<file path="config.mk">
export PLATFORM = sky130hd
export DESIGN_NAME = usc_top
export DESIGN_NICKNAME = d
export VERILOG_FILES = /design/src/common/usc_pkg.sv /design/src/rtl/usc_top.sv
export VERILOG_INCLUDE_DIRS = /design/src /design/src/common
export SDC_FILE = /design/constraint.sdc
export NUM_CORES = 1
export LEC_CHECK = 0
export BUFFER_PORTS_ARGS = -buffer_cell sky130_fd_sc_hd__buf_2
export CELL_PAD_IN_SITES_DETAIL_PLACEMENT = 0
export CELL_PAD_IN_SITES_GLOBAL_PLACEMENT = 1
export CORE_MARGIN = 4
export CORE_UTILIZATION = 41
export DETAILED_ROUTE_END_ITERATION = 6
export PLACE_DENSITY = 0.74
export SKIP_LAST_GASP = 1
export SYNTH_ARGS = -nofsm -noshare
export SYNTH_HDL_FRONTEND = slang
export SYNTH_SLANG_ARGS = --single-unit
</file>
<file path="constraint.sdc">
create_clock -name clk -period 2.94 [get_ports clk]
set_input_delay 0.294 -clock clk [delete_from_list [all_inputs] [get_ports clk]]
set_output_delay 0.294 -clock clk [all_outputs]
set_load 0.03 [all_outputs]
</file>
<file path="src/common/usc_consts.svh">
// constants of the serial transceiver: register indices, reset values, timing
// assumes inclusion by usc_pkg users; definitions only
// Behaviour
// - parity generated and checked only if parity_enable, 7/8-bit frames; resets zero
// - parity select: 00 odd, 01 even, 10 mark, 11 space
// - shared bit is ninth tx bit in 9-bit frames, else parity select low
// - frame length bits: 00 eight, 01 seven, 10 nine data bits; reset zero
// - both length bits set: loop transmitter to receiver, nine-bit framing
// - global_fault sets on any receive error; read only; reset clears
// - complete character copied to holding register, rx_full set, read clears
// - tx_empty set on shifter load, cleared by holding write; resets one
// - overrun, framing, parity flags read only, cleared by status read and reset
// - break_detected stays set until receive status is read
// - rx_ninth_bit holds received ninth bit in nine-bit mode; reset clears
// - attention bit writable; hardware clears it on character with ninth bit one
// - tx_active high while sending, low after final stop bit
// - rx_fault_hold set on framing error or break, low when input high
// - one stop bit sent when two_stop_bits zero, two when one
// - force_break holds serial output low
// - sync_select zero asynchronous, one synchronous; resets zero
// - per-section clock source: zero internal divider, one external pin
// - receive and transmit interrupt enables, active one, reset zero
// - external clock pin as output carries internal baud clock
// - asynchronous serial logic runs at sixteen times baud rate
// - start low rechecked after half bit; bits sampled three times at centre
// - receiver needs only one stop bit whatever transmit setting
// - interrupts pending while flag and its enable both set
// - synchronous mode: transmit on rising, receive on falling clock edge
// - nine-bit framing never generates or checks parity
`ifndef USC_CONSTS_SVH
`define USC_CONSTS_SVH
`define USC_IDX_TXH 8'hb8
`define USC_IDX_RXH 8'hb9
`define USC_IDX_CTL 8'hba
`define USC_IDX_RST 8'hbb
`define USC_IDX_ICS 8'hbc
`define USC_IDX_AUX 8'hbd
`define USC_RST_TX_EMPTY 1'b1
`define USC_BAUD_DIV 16'h0005
`define USC_HALF_BIT 4'h7
`define USC_LAST_TICK 4'hf
`define USC_SAMPLE_A 4'hd
`define USC_SAMPLE_B 4'he
`endif

</file>
<file path="src/common/usc_pkg.sv">
// types of the serial transceiver
// assumes a classic wishbone master with 32-bit data and byte addresses
package usc_pkg;
  typedef struct packed {
    logic        cyc;
    logic        stb;
    logic        we;
    logic [11:0] adr;
    logic [3:0]  sel;
    logic [31:0] dat;
  } usc_wb_req_t;
  typedef struct packed {
    logic parity_enable;
    logic psel_hi;
    logic tx9_plo;
    logic flen_hi;
    logic flen_lo;
  } usc_ctl_t;
  typedef struct packed {
    logic two_stop;
    logic force_break;
    logic tx_pin_en;
    logic sync_sel;
    logic rx_ext;
    logic tx_ext;
    logic rx_ie;
    logic tx_ie;
  } usc_ics_t;
  typedef enum logic [1:0] {TX_IDLE = 2'b01, TX_SHIFT = 2'b10} usc_tx_st_t;
  typedef enum logic [4:0] {
    RX_IDLE  = 5'b00001,
    RX_START = 5'b00010,
    RX_DATA  = 5'b00100,
    RX_STOP  = 5'b01000,
    RX_WAIT  = 5'b10000
  } usc_rx_st_t;
endpackage : usc_pkg

</file>
<file path="src/rtl/usc_top.sv">
// serial transceiver: wishbone registers, transmitter, oversampling receiver
// assumes synchronous pin inputs and a single clock domain
//
// The implementer's own choice: the Wishbone register port.
`timescale 1ns/100ps
`include "usc_consts.svh"
module usc_top
  import usc_pkg::*;
#(
  parameter logic [15:0] BAUD_DIV = `USC_BAUD_DIV
) (
  input  wire logic        clk,
  input  wire logic        rst_n,
  input  wire usc_wb_req_t wb_req,
  output logic             wb_ack_q,
  output logic [31:0]      wb_dat_q,
  input  wire logic        serial_in_pin,
  output logic             serial_out_pin_q,
  output logic             serial_out_en_q,
  input  wire logic        ext_clock_pin_i,
  output logic             ext_clock_o_q,
  output logic             ext_clock_oe_q,
  output logic             rx_irq_q,
  output logic             tx_irq_q
);

  function automatic logic hit(input logic [9:0] a, input logic [7:0] r);
    return a == {2'b00, r};
  endfunction : hit

  function automatic logic par_of(input logic [7:0] d, input logic sev, input logic [1:0] sel);
    logic x;
    x = ^(sev ? {1'b0, d[6:0]} : d);
    case (sel)
      2'b00:   return ~x;
      2'b01:   return x;
      2'b10:   return 1'b1;
      default: return 1'b0;
    endcase
  endfunction : par_of

  usc_ctl_t    ctl_q;
  usc_ics_t    ics_q;
  usc_tx_st_t  tx_st_q;
  usc_rx_st_t  rx_st_q;
  logic        aux_oe_q;
  logic [7:0]  txh_q;
  logic [7:0]  rxh_q;
  logic        tx_empty_q;
  logic        rx_full_q;
  logic        err_q;
  logic        doe_q;
  logic        fe_q;
  logic        pe_q;
  logic        bd_q;
  logic        rx_ninth_bit_q;
  logic        attention_mode_q;
  logic        rx_fault_q;
  logic [15:0] div_q;
  logic        int_clk_q;
  logic        ext_q;
  logic [11:0] tsh_q;
  logic [3:0]  tcnt_q;
  logic [3:0]  tbits_q;
  logic [9:0]  rsh_q;
  logic [3:0]  rcnt_q;
  logic [3:0]  rbits_q;
  logic        s1_q;
  logic        s2_q;

  logic        acc;
  logic        wr;
  logic        rd;
  logic [9:0]  idx;
  logic [7:0]  rdat;
  logic        wr_txh;
  logic        rd_rxh;
  logic        rd_rst;
  logic        nine;
  logic        seven;
  logic        loop;
  logic        par_on;
  logic        sync;
  logic        int_tick;
  logic        ext_rise;
  logic        ext_fall;
  logic        tx_ev;
  logic        rx_rise;
  logic        rx_fall;
  logic        rx_ev;
  logic        ext_bit;
  logic [11:0] tfrm;
  logic [3:0]  tlen;
  logic        tstep;
  logic        tlast;
  logic        load;
  logic        tx_line;
  logic        rxin;
  logic        maj;
  logic        bit_done;
  logic        bit_val;
  logic [3:0]  rn;
  logic [9:0]  ra;
  logic [7:0]  rd8;
  logic        rext;
  logic        rx_done;
  logic        accept;
  logic        fe_ev;
  logic        bd_ev;
  logic        pe_ev;
  logic        ov_ev;

  // register bus: one access per request, answered one edge later
  assign acc    = wb_req.cyc & wb_req.stb & ~wb_ack_q;
  assign idx    = wb_req.adr[11:2];
  assign wr     = acc & wb_req.we & wb_req.sel[0];
  assign rd     = acc & ~wb_req.we;
  assign wr_txh = wr & hit(idx, `USC_IDX_TXH);
  assign rd_rxh = rd & hit(idx, `USC_IDX_RXH);
  assign rd_rst = rd & hit(idx, `USC_IDX_RST);

  always_comb begin
    rdat = 8'h00;
    if (hit(idx, `USC_IDX_TXH)) rdat = txh_q;
    if (hit(idx, `USC_IDX_RXH)) rdat = rxh_q;
    if (hit(idx, `USC_IDX_CTL)) rdat = {ctl_q, err_q, rx_full_q, tx_empty_q};
    if (hit(idx, `USC_IDX_RST)) rdat = {doe_q, fe_q, pe_q, bd_q, rx_ninth_bit_q, attention_mode_q, tx_st_q == TX_SHIFT, rx_fault_q};
    if (hit(idx, `USC_IDX_ICS)) rdat = ics_q;
    if (hit(idx, `USC_IDX_AUX)) rdat = {7'h00, aux_oe_q};
  end

  always_ff @(posedge clk or negedge rst_n) begin
    if (!rst_n) begin
      wb_ack_q <= 1'b0;
      wb_dat_q <= 32'h0000_0000;
    end else begin
      wb_ack_q <= acc;
      wb_dat_q <= acc ? {24'h00_0000, rdat} : 32'h0000_0000;
    end
  end

  // control registers; all enables and modes clear on reset
  always_ff @(posedge clk or negedge rst_n) begin
    if (!rst_n) begin
      ctl_q    <= '0;
      ics_q    <= '0;
      aux_oe_q <= 1'b0;
      txh_q    <= 8'h00;
    end else begin
      if (wr && hit(idx, `USC_IDX_CTL)) ctl_q <= wb_req.dat[7:3];
      if (wr && hit(idx, `USC_IDX_ICS)) ics_q <= wb_req.dat[7:0];
      if (wr && hit(idx, `USC_IDX_AUX)) aux_oe_q <= wb_req.dat[0];
      if (wr_txh) txh_q <= wb_req.dat[7:0];
    end
  end

  // frame format decode
  assign nine   = ctl_q.flen_hi;
  assign seven  = ~ctl_q.flen_hi & ctl_q.flen_lo;
  assign loop   = ctl_q.flen_hi & ctl_q.flen_lo;
  assign par_on = ctl_q.parity_enable & ~nine;
  assign sync   = ics_q.sync_sel;

  // internal baud clock; a full period spans two divider wraps
  assign int_tick = div_q == BAUD_DIV - 16'h0001;
  assign ext_rise = ext_clock_pin_i & ~ext_q;
  assign ext_fall = ~ext_clock_pin_i & ext_q;
  assign tx_ev    = ics_q.tx_ext ? ext_rise : int_tick & ~int_clk_q;
  assign rx_rise  = ics_q.rx_ext ? ext_rise : int_tick & ~int_clk_q;
  assign rx_fall  = ics_q.rx_ext ? ext_fall : int_tick & int_clk_q;
  assign rx_ev    = sync ? rx_fall : rx_rise;

  always_ff @(posedge clk or negedge rst_n) begin
    if (!rst_n) begin
      div_q          <= 16'h0000;
      int_clk_q      <= 1'b0;
      ext_q          <= 1'b0;
      ext_clock_o_q  <= 1'b0;
      ext_clock_oe_q <= 1'b0;
    end else begin
      div_q          <= int_tick ? 16'h0000 : div_q + 16'h0001;
      int_clk_q      <= int_clk_q ^ int_tick;
      ext_q          <= ext_clock_pin_i;
      ext_clock_o_q  <= int_clk_q;
      ext_clock_oe_q <= aux_oe_q;
    end
  end

  // transmitter: frame is start, data lsb first, ninth or parity, stops
  always_comb begin
    ext_bit = nine ? ctl_q.tx9_plo : par_of(txh_q, seven, {ctl_q.psel_hi, ctl_q.tx9_plo});
    tfrm    = 12'hfff;
    if (seven) begin
      tfrm[8:0] = {par_on ? ext_bit : 1'b1, txh_q[6:0], 1'b0};
    end else begin
      tfrm[9:0] = {(par_on | nine) ? ext_bit : 1'b1, txh_q, 1'b0};
    end
    tlen = (seven ? 4'h8 : 4'h9) + {3'b000, par_on | nine} + 4'h1 + {3'b000, ics_q.two_stop};
  end

  // async bits last sixteen ticks, sync bits one rising edge
  assign tstep   = tx_st_q == TX_SHIFT && tx_ev && (sync || tcnt_q == `USC_LAST_TICK);
  assign tlast   = tstep && tbits_q == 4'h1;
  // a load never meets a holding write in the same cycle, so no byte is lost
  assign load    = ~tx_empty_q & ~wr_txh & (tx_st_q == TX_IDLE | tlast);
  assign tx_line = tx_st_q == TX_SHIFT ? tsh_q[0] : 1'b1;

  always_ff @(posedge clk or negedge rst_n) begin
    if (!rst_n) begin
      tx_st_q <= TX_IDLE;
      tsh_q   <= 12'hfff;
      tcnt_q  <= 4'h0;
      tbits_q <= 4'h0;
    end else begin
      case (tx_st_q)
        TX_IDLE: begin
          if (load) begin
            tx_st_q <= TX_SHIFT;
            tsh_q   <= tfrm;
            tbits_q <= tlen;
            tcnt_q  <= 4'h0;
          end
        end
        TX_SHIFT: begin
          if (tx_ev) tcnt_q <= tcnt_q + 4'h1;
          if (tstep) begin
            tsh_q   <= {1'b1, tsh_q[11:1]};
            tbits_q <= tbits_q - 4'h1;
          end
          if (tlast && load) begin
            tsh_q   <= tfrm;
            tbits_q <= tlen;
            tcnt_q  <= 4'h0;
          end else if (tlast) begin
            tx_st_q <= TX_IDLE;
          end
        end
        default: tx_st_q <= TX_IDLE;
      endcase
    end
  end

  always_ff @(posedge clk or negedge rst_n) begin
    if (!rst_n) begin
      tx_empty_q       <= `USC_RST_TX_EMPTY;
      serial_out_pin_q <= 1'b1;
      serial_out_en_q  <= 1'b0;
      tx_irq_q         <= 1'b0;
      rx_irq_q         <= 1'b0;
    end else begin
      if (load) tx_empty_q <= 1'b1;
      else if (wr_txh) tx_empty_q <= 1'b0;
      serial_out_pin_q <= tx_line & ~ics_q.force_break;
      serial_out_en_q  <= ics_q.tx_pin_en;
      tx_irq_q         <= tx_empty_q & ics_q.tx_ie;
      rx_irq_q         <= rx_full_q & ics_q.rx_ie;
    end
  end

  // receiver
  assign rxin     = loop ? tx_line & ~ics_q.force_break : serial_in_pin;
  assign maj      = (s1_q & s2_q) | (s1_q & rxin) | (s2_q & rxin);
  assign bit_done = sync ? rx_fall : rx_rise && rcnt_q == `USC_LAST_TICK;
  assign bit_val  = sync ? rxin : maj;
  assign rn       = (seven ? 4'h7 : 4'h8) + {3'b000, par_on | nine};
  assign ra       = rsh_q >> (4'ha - rn);
  assign rd8      = seven ? {1'b0, ra[6:0]} : ra[7:0];
  assign rext     = seven ? ra[7] : ra[8];
  assign rx_done  = rx_st_q == RX_STOP && bit_done;
  // in attention mode with nine-bit frames only characters with the ninth bit set reach software
  assign accept   = rx_done & ~(attention_mode_q & nine & ~rext);
  assign fe_ev    = rx_done & ~bit_val;
  assign bd_ev    = fe_ev & (ra == 10'h000);
  assign pe_ev    = rx_done & par_on & (rext != par_of(rd8, seven, {ctl_q.psel_hi, ctl_q.tx9_plo}));
  assign ov_ev    = accept & rx_full_q & ~rd_rxh;

  always_ff @(posedge clk or negedge rst_n) begin
    if (!rst_n) begin
      rx_st_q <= RX_IDLE;
      rcnt_q  <= 4'h0;
      rbits_q <= 4'h0;
      rsh_q   <= 10'h000;
      s1_q    <= 1'b1;
      s2_q    <= 1'b1;
    end else begin
      if (rx_rise) rcnt_q <= rcnt_q + 4'h1;
      if (rx_rise && rcnt_q == `USC_SAMPLE_A) s1_q <= rxin;
      if (rx_rise && rcnt_q == `USC_SAMPLE_B) s2_q <= rxin;
      case (rx_st_q)
        RX_IDLE: begin
          if (rx_ev && !rxin) begin
            rcnt_q  <= 4'h0;
            rbits_q <= 4'h0;
            rx_st_q <= sync ? RX_DATA : RX_START;
          end
        end
        RX_START: begin
          // recheck after half a bit filters glitches on the line
          if (rx_rise && rcnt_q == `USC_HALF_BIT) begin
            rcnt_q  <= 4'h0;
            rx_st_q <= rxin ? RX_IDLE : RX_DATA;
          end
        end
        RX_DATA: begin
          if (bit_done) begin
            rsh_q   <= {bit_val, rsh_q[9:1]};
            rbits_q <= rbits_q + 4'h1;
            if (rbits_q == rn - 4'h1) rx_st_q <= RX_STOP;
          end
        end
        RX_STOP: begin
          // a low stop waits for the line to idle before hunting again
          if (bit_done) rx_st_q <= bit_val ? RX_IDLE : RX_WAIT;
        end
        RX_WAIT: begin
          if (rxin) rx_st_q <= RX_IDLE;
        end
        default: rx_st_q <= RX_IDLE;
      endcase
    end
  end

  // receive status; a new event beats a clearing read in the same cycle
  always_ff @(posedge clk or negedge rst_n) begin
    if (!rst_n) begin
      rxh_q      <= 8'h00;
      rx_full_q  <= 1'b0;
      rx_ninth_bit_q    <= 1'b0;
      attention_mode_q     <= 1'b0;
      doe_q      <= 1'b0;
      fe_q       <= 1'b0;
      pe_q       <= 1'b0;
      bd_q       <= 1'b0;
      err_q      <= 1'b0;
      rx_fault_q <= 1'b0;
    end else begin
      if (accept) rxh_q <= rd8;
      rx_full_q <= accept | (rx_full_q & ~rd_rxh);
      if (accept && nine) rx_ninth_bit_q <= rext;
      if (wr && hit(idx, `USC_IDX_RST)) attention_mode_q <= wb_req.dat[2];
      else if (rx_done && nine && rext) attention_mode_q <= 1'b0;
      doe_q      <= ov_ev | (doe_q & ~rd_rst);
      fe_q       <= fe_ev | (fe_q & ~rd_rst);
      pe_q       <= pe_ev | (pe_q & ~rd_rst);
      bd_q       <= bd_ev | (bd_q & ~rd_rst);
      err_q      <= ov_ev | fe_ev | pe_ev | bd_ev | (err_q & ~rd_rst);
      rx_fault_q <= fe_ev | bd_ev | (rx_fault_q & ~rxin);
    end
  end
endmodule : usc_top

</file>
### After elaboration in Yosys (flattened, before gate mapping)

Index checks and enable logic that the tools add are counted.

| cells by class | value |
|---|---|
| add/subtract/negate cells | 11 |
| equality and inequality tests | 35 |
| shifts and indexed selects | 1 |
| multiplexer cells | 66 |
| bitwise logic cells | 72 |
| reductions and logical operators | 33 |

Operators by type and width:

| cell | count |
|---|---|
| 2-to-1 mux 8 bit | 10 |
| equality test 10 x 8 -> 1 bit, second input constant | 6 |
| 2-to-1 mux 4 bit | 12 |
| AND 1 bit | 39 |
| 2-to-1 mux 12 bit | 3 |
| 2-to-1 mux 5 bit | 7 |
| case mux 4 bit (2 select lines) | 4 |
| case mux 5 bit (5 select lines) | 1 |
| case mux 12 bit (2 select lines) | 1 |
| 2-to-1 mux 1 bit | 18 |
| != test 2 bit, second input constant | 9 |
| logical AND 1 bit | 17 |
| NOT 1 bit | 17 |
| adder 16 x 1 -> 16 bit, second input constant | 1 |
| adder 4 x 1 -> 4 bit, second input constant | 4 |
| equality test 16 x 3 -> 1 bit, second input constant | 1 |
| equality test 4 bit, second input constant | 4 |
| 2-to-1 mux 16 bit | 1 |
| parity 8 bit | 2 |
| OR 1 bit | 15 |
| adder 4 x 1 -> 4 bit | 3 |
| AND reduction 3 bit | 4 |
| zero test 10 bit | 1 |
| right shift 10 x 4 -> 10 bit | 1 |
| other kinds (26) | 37 |

| word-level totals | value |
|---|---|
| bits in registers | 120 |
| input port bits | 55 |
| output and inout port bits | 39 |
| word-level logic and storage cells | 265 |

### Longest topological paths before layout

| depth | value |
|---|---|
| depth after elaboration | 17 |
| mapped depth | 15 |
| depth with buffers taken out | 13 |

### Least setup slack after synthesis

OpenSTA, ideal clock, no wires.

| path | value |
|---|---|
| path type | register -> register |
| from | register ctl_q, in the netlist nine |
| to | register err_q |
| library setup time | 72 ps |
| data arrival time | 3158 ps |
| data required time | 2868 ps |
| setup slack | -289 ps |
| cell stages (with the launch flop) | 14 |
| path buffers | 2 |
| clock period less this slack | 3229 ps |
| cell sequence | dfrtp_1 clkbuf_1 or2_2 ha_1 buf_6 mux2_2 o21ai_0 ha_1 xnor2_1 xnor2_1 xnor2_1 mux2i_1 mux2_1 nand4b_1 |

| on the way | value |
|---|---|
| longest elaborated chain between the ends | 17 |
| elaborated cells on any way between the ends | 39 |
| those cells by class | add/sub: 2; eq/ne: 1; shift: 1; mux: 7; bitwise: 26; reduce/logical: 2 |

Ends and longest elaborated chain:

| what | line | RTL |
|---|---|---|
| start: declaration | usc_top.sv:42 | `usc_ctl_t ctl_q;` |
| start signal: assignment | usc_top.sv:150 | `` if (wr && hit(idx, `USC_IDX_CTL)) ctl_q <= wb_req.dat[7:3]; `` |
| branches (longest 15 deep; another with adder 4 x 1 -> 4 bit) | -- |  |
| OR 1 bit * (2 in a row) | usc_top.sv:346 | `err_q <= ov_ev \| fe_ev \| pe_ev \| bd_ev \| (err_q & ~rd_rst);` |
| end signal: assignment | usc_top.sv:346 |  |
| end: declaration | usc_top.sv:51 | `logic err_q;` |

Every way passes the cells marked *.
A chain may end at the register's enable or synchronous reset.

### Worst setup path after layout

Same ends and word-level chain as after synthesis.

==> results.py <==
metrics = {
    "logic_synthesis": {
        "synth_seq_cells": 118,
        "synth.top_cell.area_share_pct": 39.6,
        "synth.distinct_cells": 73,
        "synthArstFlopShare_pct": 100,
        "yosysWarnings": 0,
        "ys.flop_type": "dfrtp_1",
        "netlist_area_um2": 6450,
        "yosysTopAreaCell": "dfrtp_1",
        "synth_cells": 610,
        "synth_edf_count": 0,
        "syn_area_per_cell_um2": 10.6,
        "yosysMostFrequentCell": "dfrtp_1",
        "synth_area_leaders": "dfrtp_1, mux2_2, dfstp_2",
        "synth_commonest_cells": "dfrtp_1, nand2_1, mux2_2, nor2_1, o21ai_0",
        "seq_area_frac_synth_pct": 46.1,
    },
    "place": {
        "gp_congestion": 0.835,
        "dp_hpwl_mm": 10.8,
        "dp.cells": 870,
        "numPortBuffers": 40,
    },
    "critical_path": {
        "startpoint_type": "flop",
        "arrival_ns": 3.35,
        "worst-path-max-fanout": 8,
        "cp_data_required_time_ns": 3.29,
        "path_class": "flop to flop",
        "critPathCaptureType": "flop",
    },
    "floorplan": {
        "die_area_um2": 17800,
        "rows": 45,
        "fp.dieH_um": 133,
        "initial_core_util_pct": 42.1,
        "io_pins": 94,
        "die_x_um": 133,
        "core_area_um2": 15300,
    },
    "drt": {
        "first_pass_iters": 5,
        "drt-total-wl_mm": 14.7,
        "vias": 4726,
        "ant_nets": 0,
        "dr.first_iter.drc_count": 345,
        "drc": 0,
        "wl_per_cell_um": 16.3,
        "routed_via_density": 5.22,
    },
    "layout": {
        "final_nets": 757,
        "synthToLayoutAreaGrowth_pct": 21.8,
        "num_antenna_cells": 0,
        "drive_gt1_share_pct": 29.5,
        "finalNonFillerCells": 906,
    },
    "clocking": {
        "clk_pin_slew_ns": 0.06,
        "root_buffer": "clkbuf_16",
        "clockBufferDepth": 2,
        "numCtsBuffers": 17,
        "ctsHtreeMaxLevel": 4,
        "clk_latency_ns": 0.42,
        "cts_num_sinks": 118,
        "cts_tree": "done",
    },
    "sta": {
        "fin_crit_sh_pct": 102,
        "fmax_mhz": 333,
        "drv_slew": 0,
        "setup_slack_ns": -0.0603,
        "tns_ns": -0.0726,
        "finalHoldViolCount": 0,
        "setup_violations": 2,
        "finClkSkew_ns": 0.00682,
        "worst_pin_slew_ns": 0.721,
        "rsz0062_at_grt": "yes",
        "max_slew_margin_pct": 52.0,
        "period_needed_ns": 3.00,
    },
    "power": {
        "cellLeakagePower_nw": 3.75,
        "ir_drop_mv": 0.416,
        "p_per_area_nw_per_um2": 622,
    },
    "grt": {
        "grt_usage_pct": 17.2,
        "grt_pass1_wl_mm": 24.2,
        "grt_remaining_overflow": 0,
        "grt_pass1_vias": 4741,
        "grt_max_degree": 56,
        "antenna_found_initial": 0,
    },
    "status": {
        "failed_checks": "setup timing",
        "status": "finished with violations",
    },
    "hold_path": {
        "min_path_type": "primary input to flop",
    },
    "run": {
        "maxCapViolCount": 0,
    },
}
-- layer usage --
metal,routed length (um),up-vias,track usage [%]
li1,-,2263,-
met1,6780,2317,22.9
met2,6950,118,27.1
met3,625,28,3.89
met4,378,0,7.37
met5,0,-,0
-- worst paths after layout --
check / startpoint / end / slack [ns] / cells past startpoint
worst max-delay path: nine / err_q / -0.06 / 12
worst min-delay path: ext_clock_pin_i / ext_q / 0.08 / 1
worst max register to register: nine / err_q / -0.06 / 12
worst min register to register: aux_oe_q / ext_clock_oe_q / 0.41 / 0
max in group asynchronous: rst_n / tsh_q[0] / 1.63 / 3
min in group asynchronous: rst_n / txh_q[0] / 0.48 / 2
-- cells in the final DEF (no fill, tap or decap), drive strengths merged, types with 12 or more instances in the layout --
cell type  count
inv           26
nor2          37
nand3         12
clkbuf        19
mux2          45
dfstp         16
nand2         59
xnor2         18
dfrtp        102
mux2i         19
ha            20
buf           73
a21oi         23
o21ai         36
conb          24
-- logic make-up (layout without fill, tap and decap cells) --
| kind of cell | count (synthesis) | after routing | share of synthesized area [%] |
|---|---|---|---|
| other | 1 | 24 | 0.0582 |
| buffers and inverters | 71 | 133 | 6.25 |
| AND/OR/NAND/NOR | 190 | 190 | 16.3 |
| XOR/XNOR | 31 | 31 | 4.64 |
| flip-flops | 118 | 118 | 46.1 |
| adder cells (fa/ha/maj) | 20 | 20 | 3.88 |
| multiplexers | 65 | 65 | 11.2 |
| AO/OA/AOI/OAI | 114 | 114 | 11.6 |
-- timing repair --
action,CTS,global route
resized for setup,5,18
setup buffers,2,1
hold endpoints to repair,42,0
setup endpoints to repair,2,28
hold buffers,1,0
pin swaps,10,6
-- stage by stage --
stage	utilization, %	total power, mW	instance area (um^2)	setup WS, ns	hold WS (ns)
floorplan	-	2.31	6610	-0.0584	-0.00159
global placement	45.7	2.43	7000	-0.101	0.382
detailed placement	45.7	2.44	7000	-0.157	0.398
CTS	50.6	4.92	7750	-0.100	0.0611
global route	51.3	5.10	7860	-0.241	0.0659
finish	51.3	4.89	7860	-0.0603	0.0788
-- cell type report --
| cell class | instances | area (um^2) |
|---|---|---|
| Clock inverter | 13 | 250 |
| Fill cell | 1382 | 7460 |
| Clock buffer | 19 | 453 |
| Sequential cell | 118 | 2970 |
| Timing Repair Buffer | 74 | 477 |
| Inverter | 27 | 104 |
| Tap cell | 211 | 264 |
| Multi-Input combinational cell | 444 | 3330 |
-- sequential cells by signal, summed over array words and instances (netlist names), 5 cells and up --
register / flops
ics_q: 7
txh_q: 8
wb_dat_q: 8
tsh_q: 10
rx_st_q: 5
rsh_q: 10
div_q: 16
rxh_q: 8
-- where the power goes --
| group | internal, mW | switching (mW) | leakage [nW] |
|---|---|---|---|
| logic | 0.237 | 0.410 | 1.89 |
| clock network | 1.71 | 0.742 | 0.331 |
| registers | 1.71 | 0.0700 | 1.53 |
| total | 3.67 | 1.22 | 3.75 |
-- critical path, stage by stage (launching register included) --
cell	delay, ns
dfrtp_1	0.42
nor2b_2	0.19
inv_4	0.07
ha_4	0.35
mux2_4	0.34
o21ai_4	0.17
ha_4	0.23
xnor2_2	0.13
xnor2_1	0.17
xnor2_1	0.16
mux2i_1	0.26
mux2_4	0.33
nand4b_1	0.11
No activity file was read; power rests on OpenSTA's default activity.
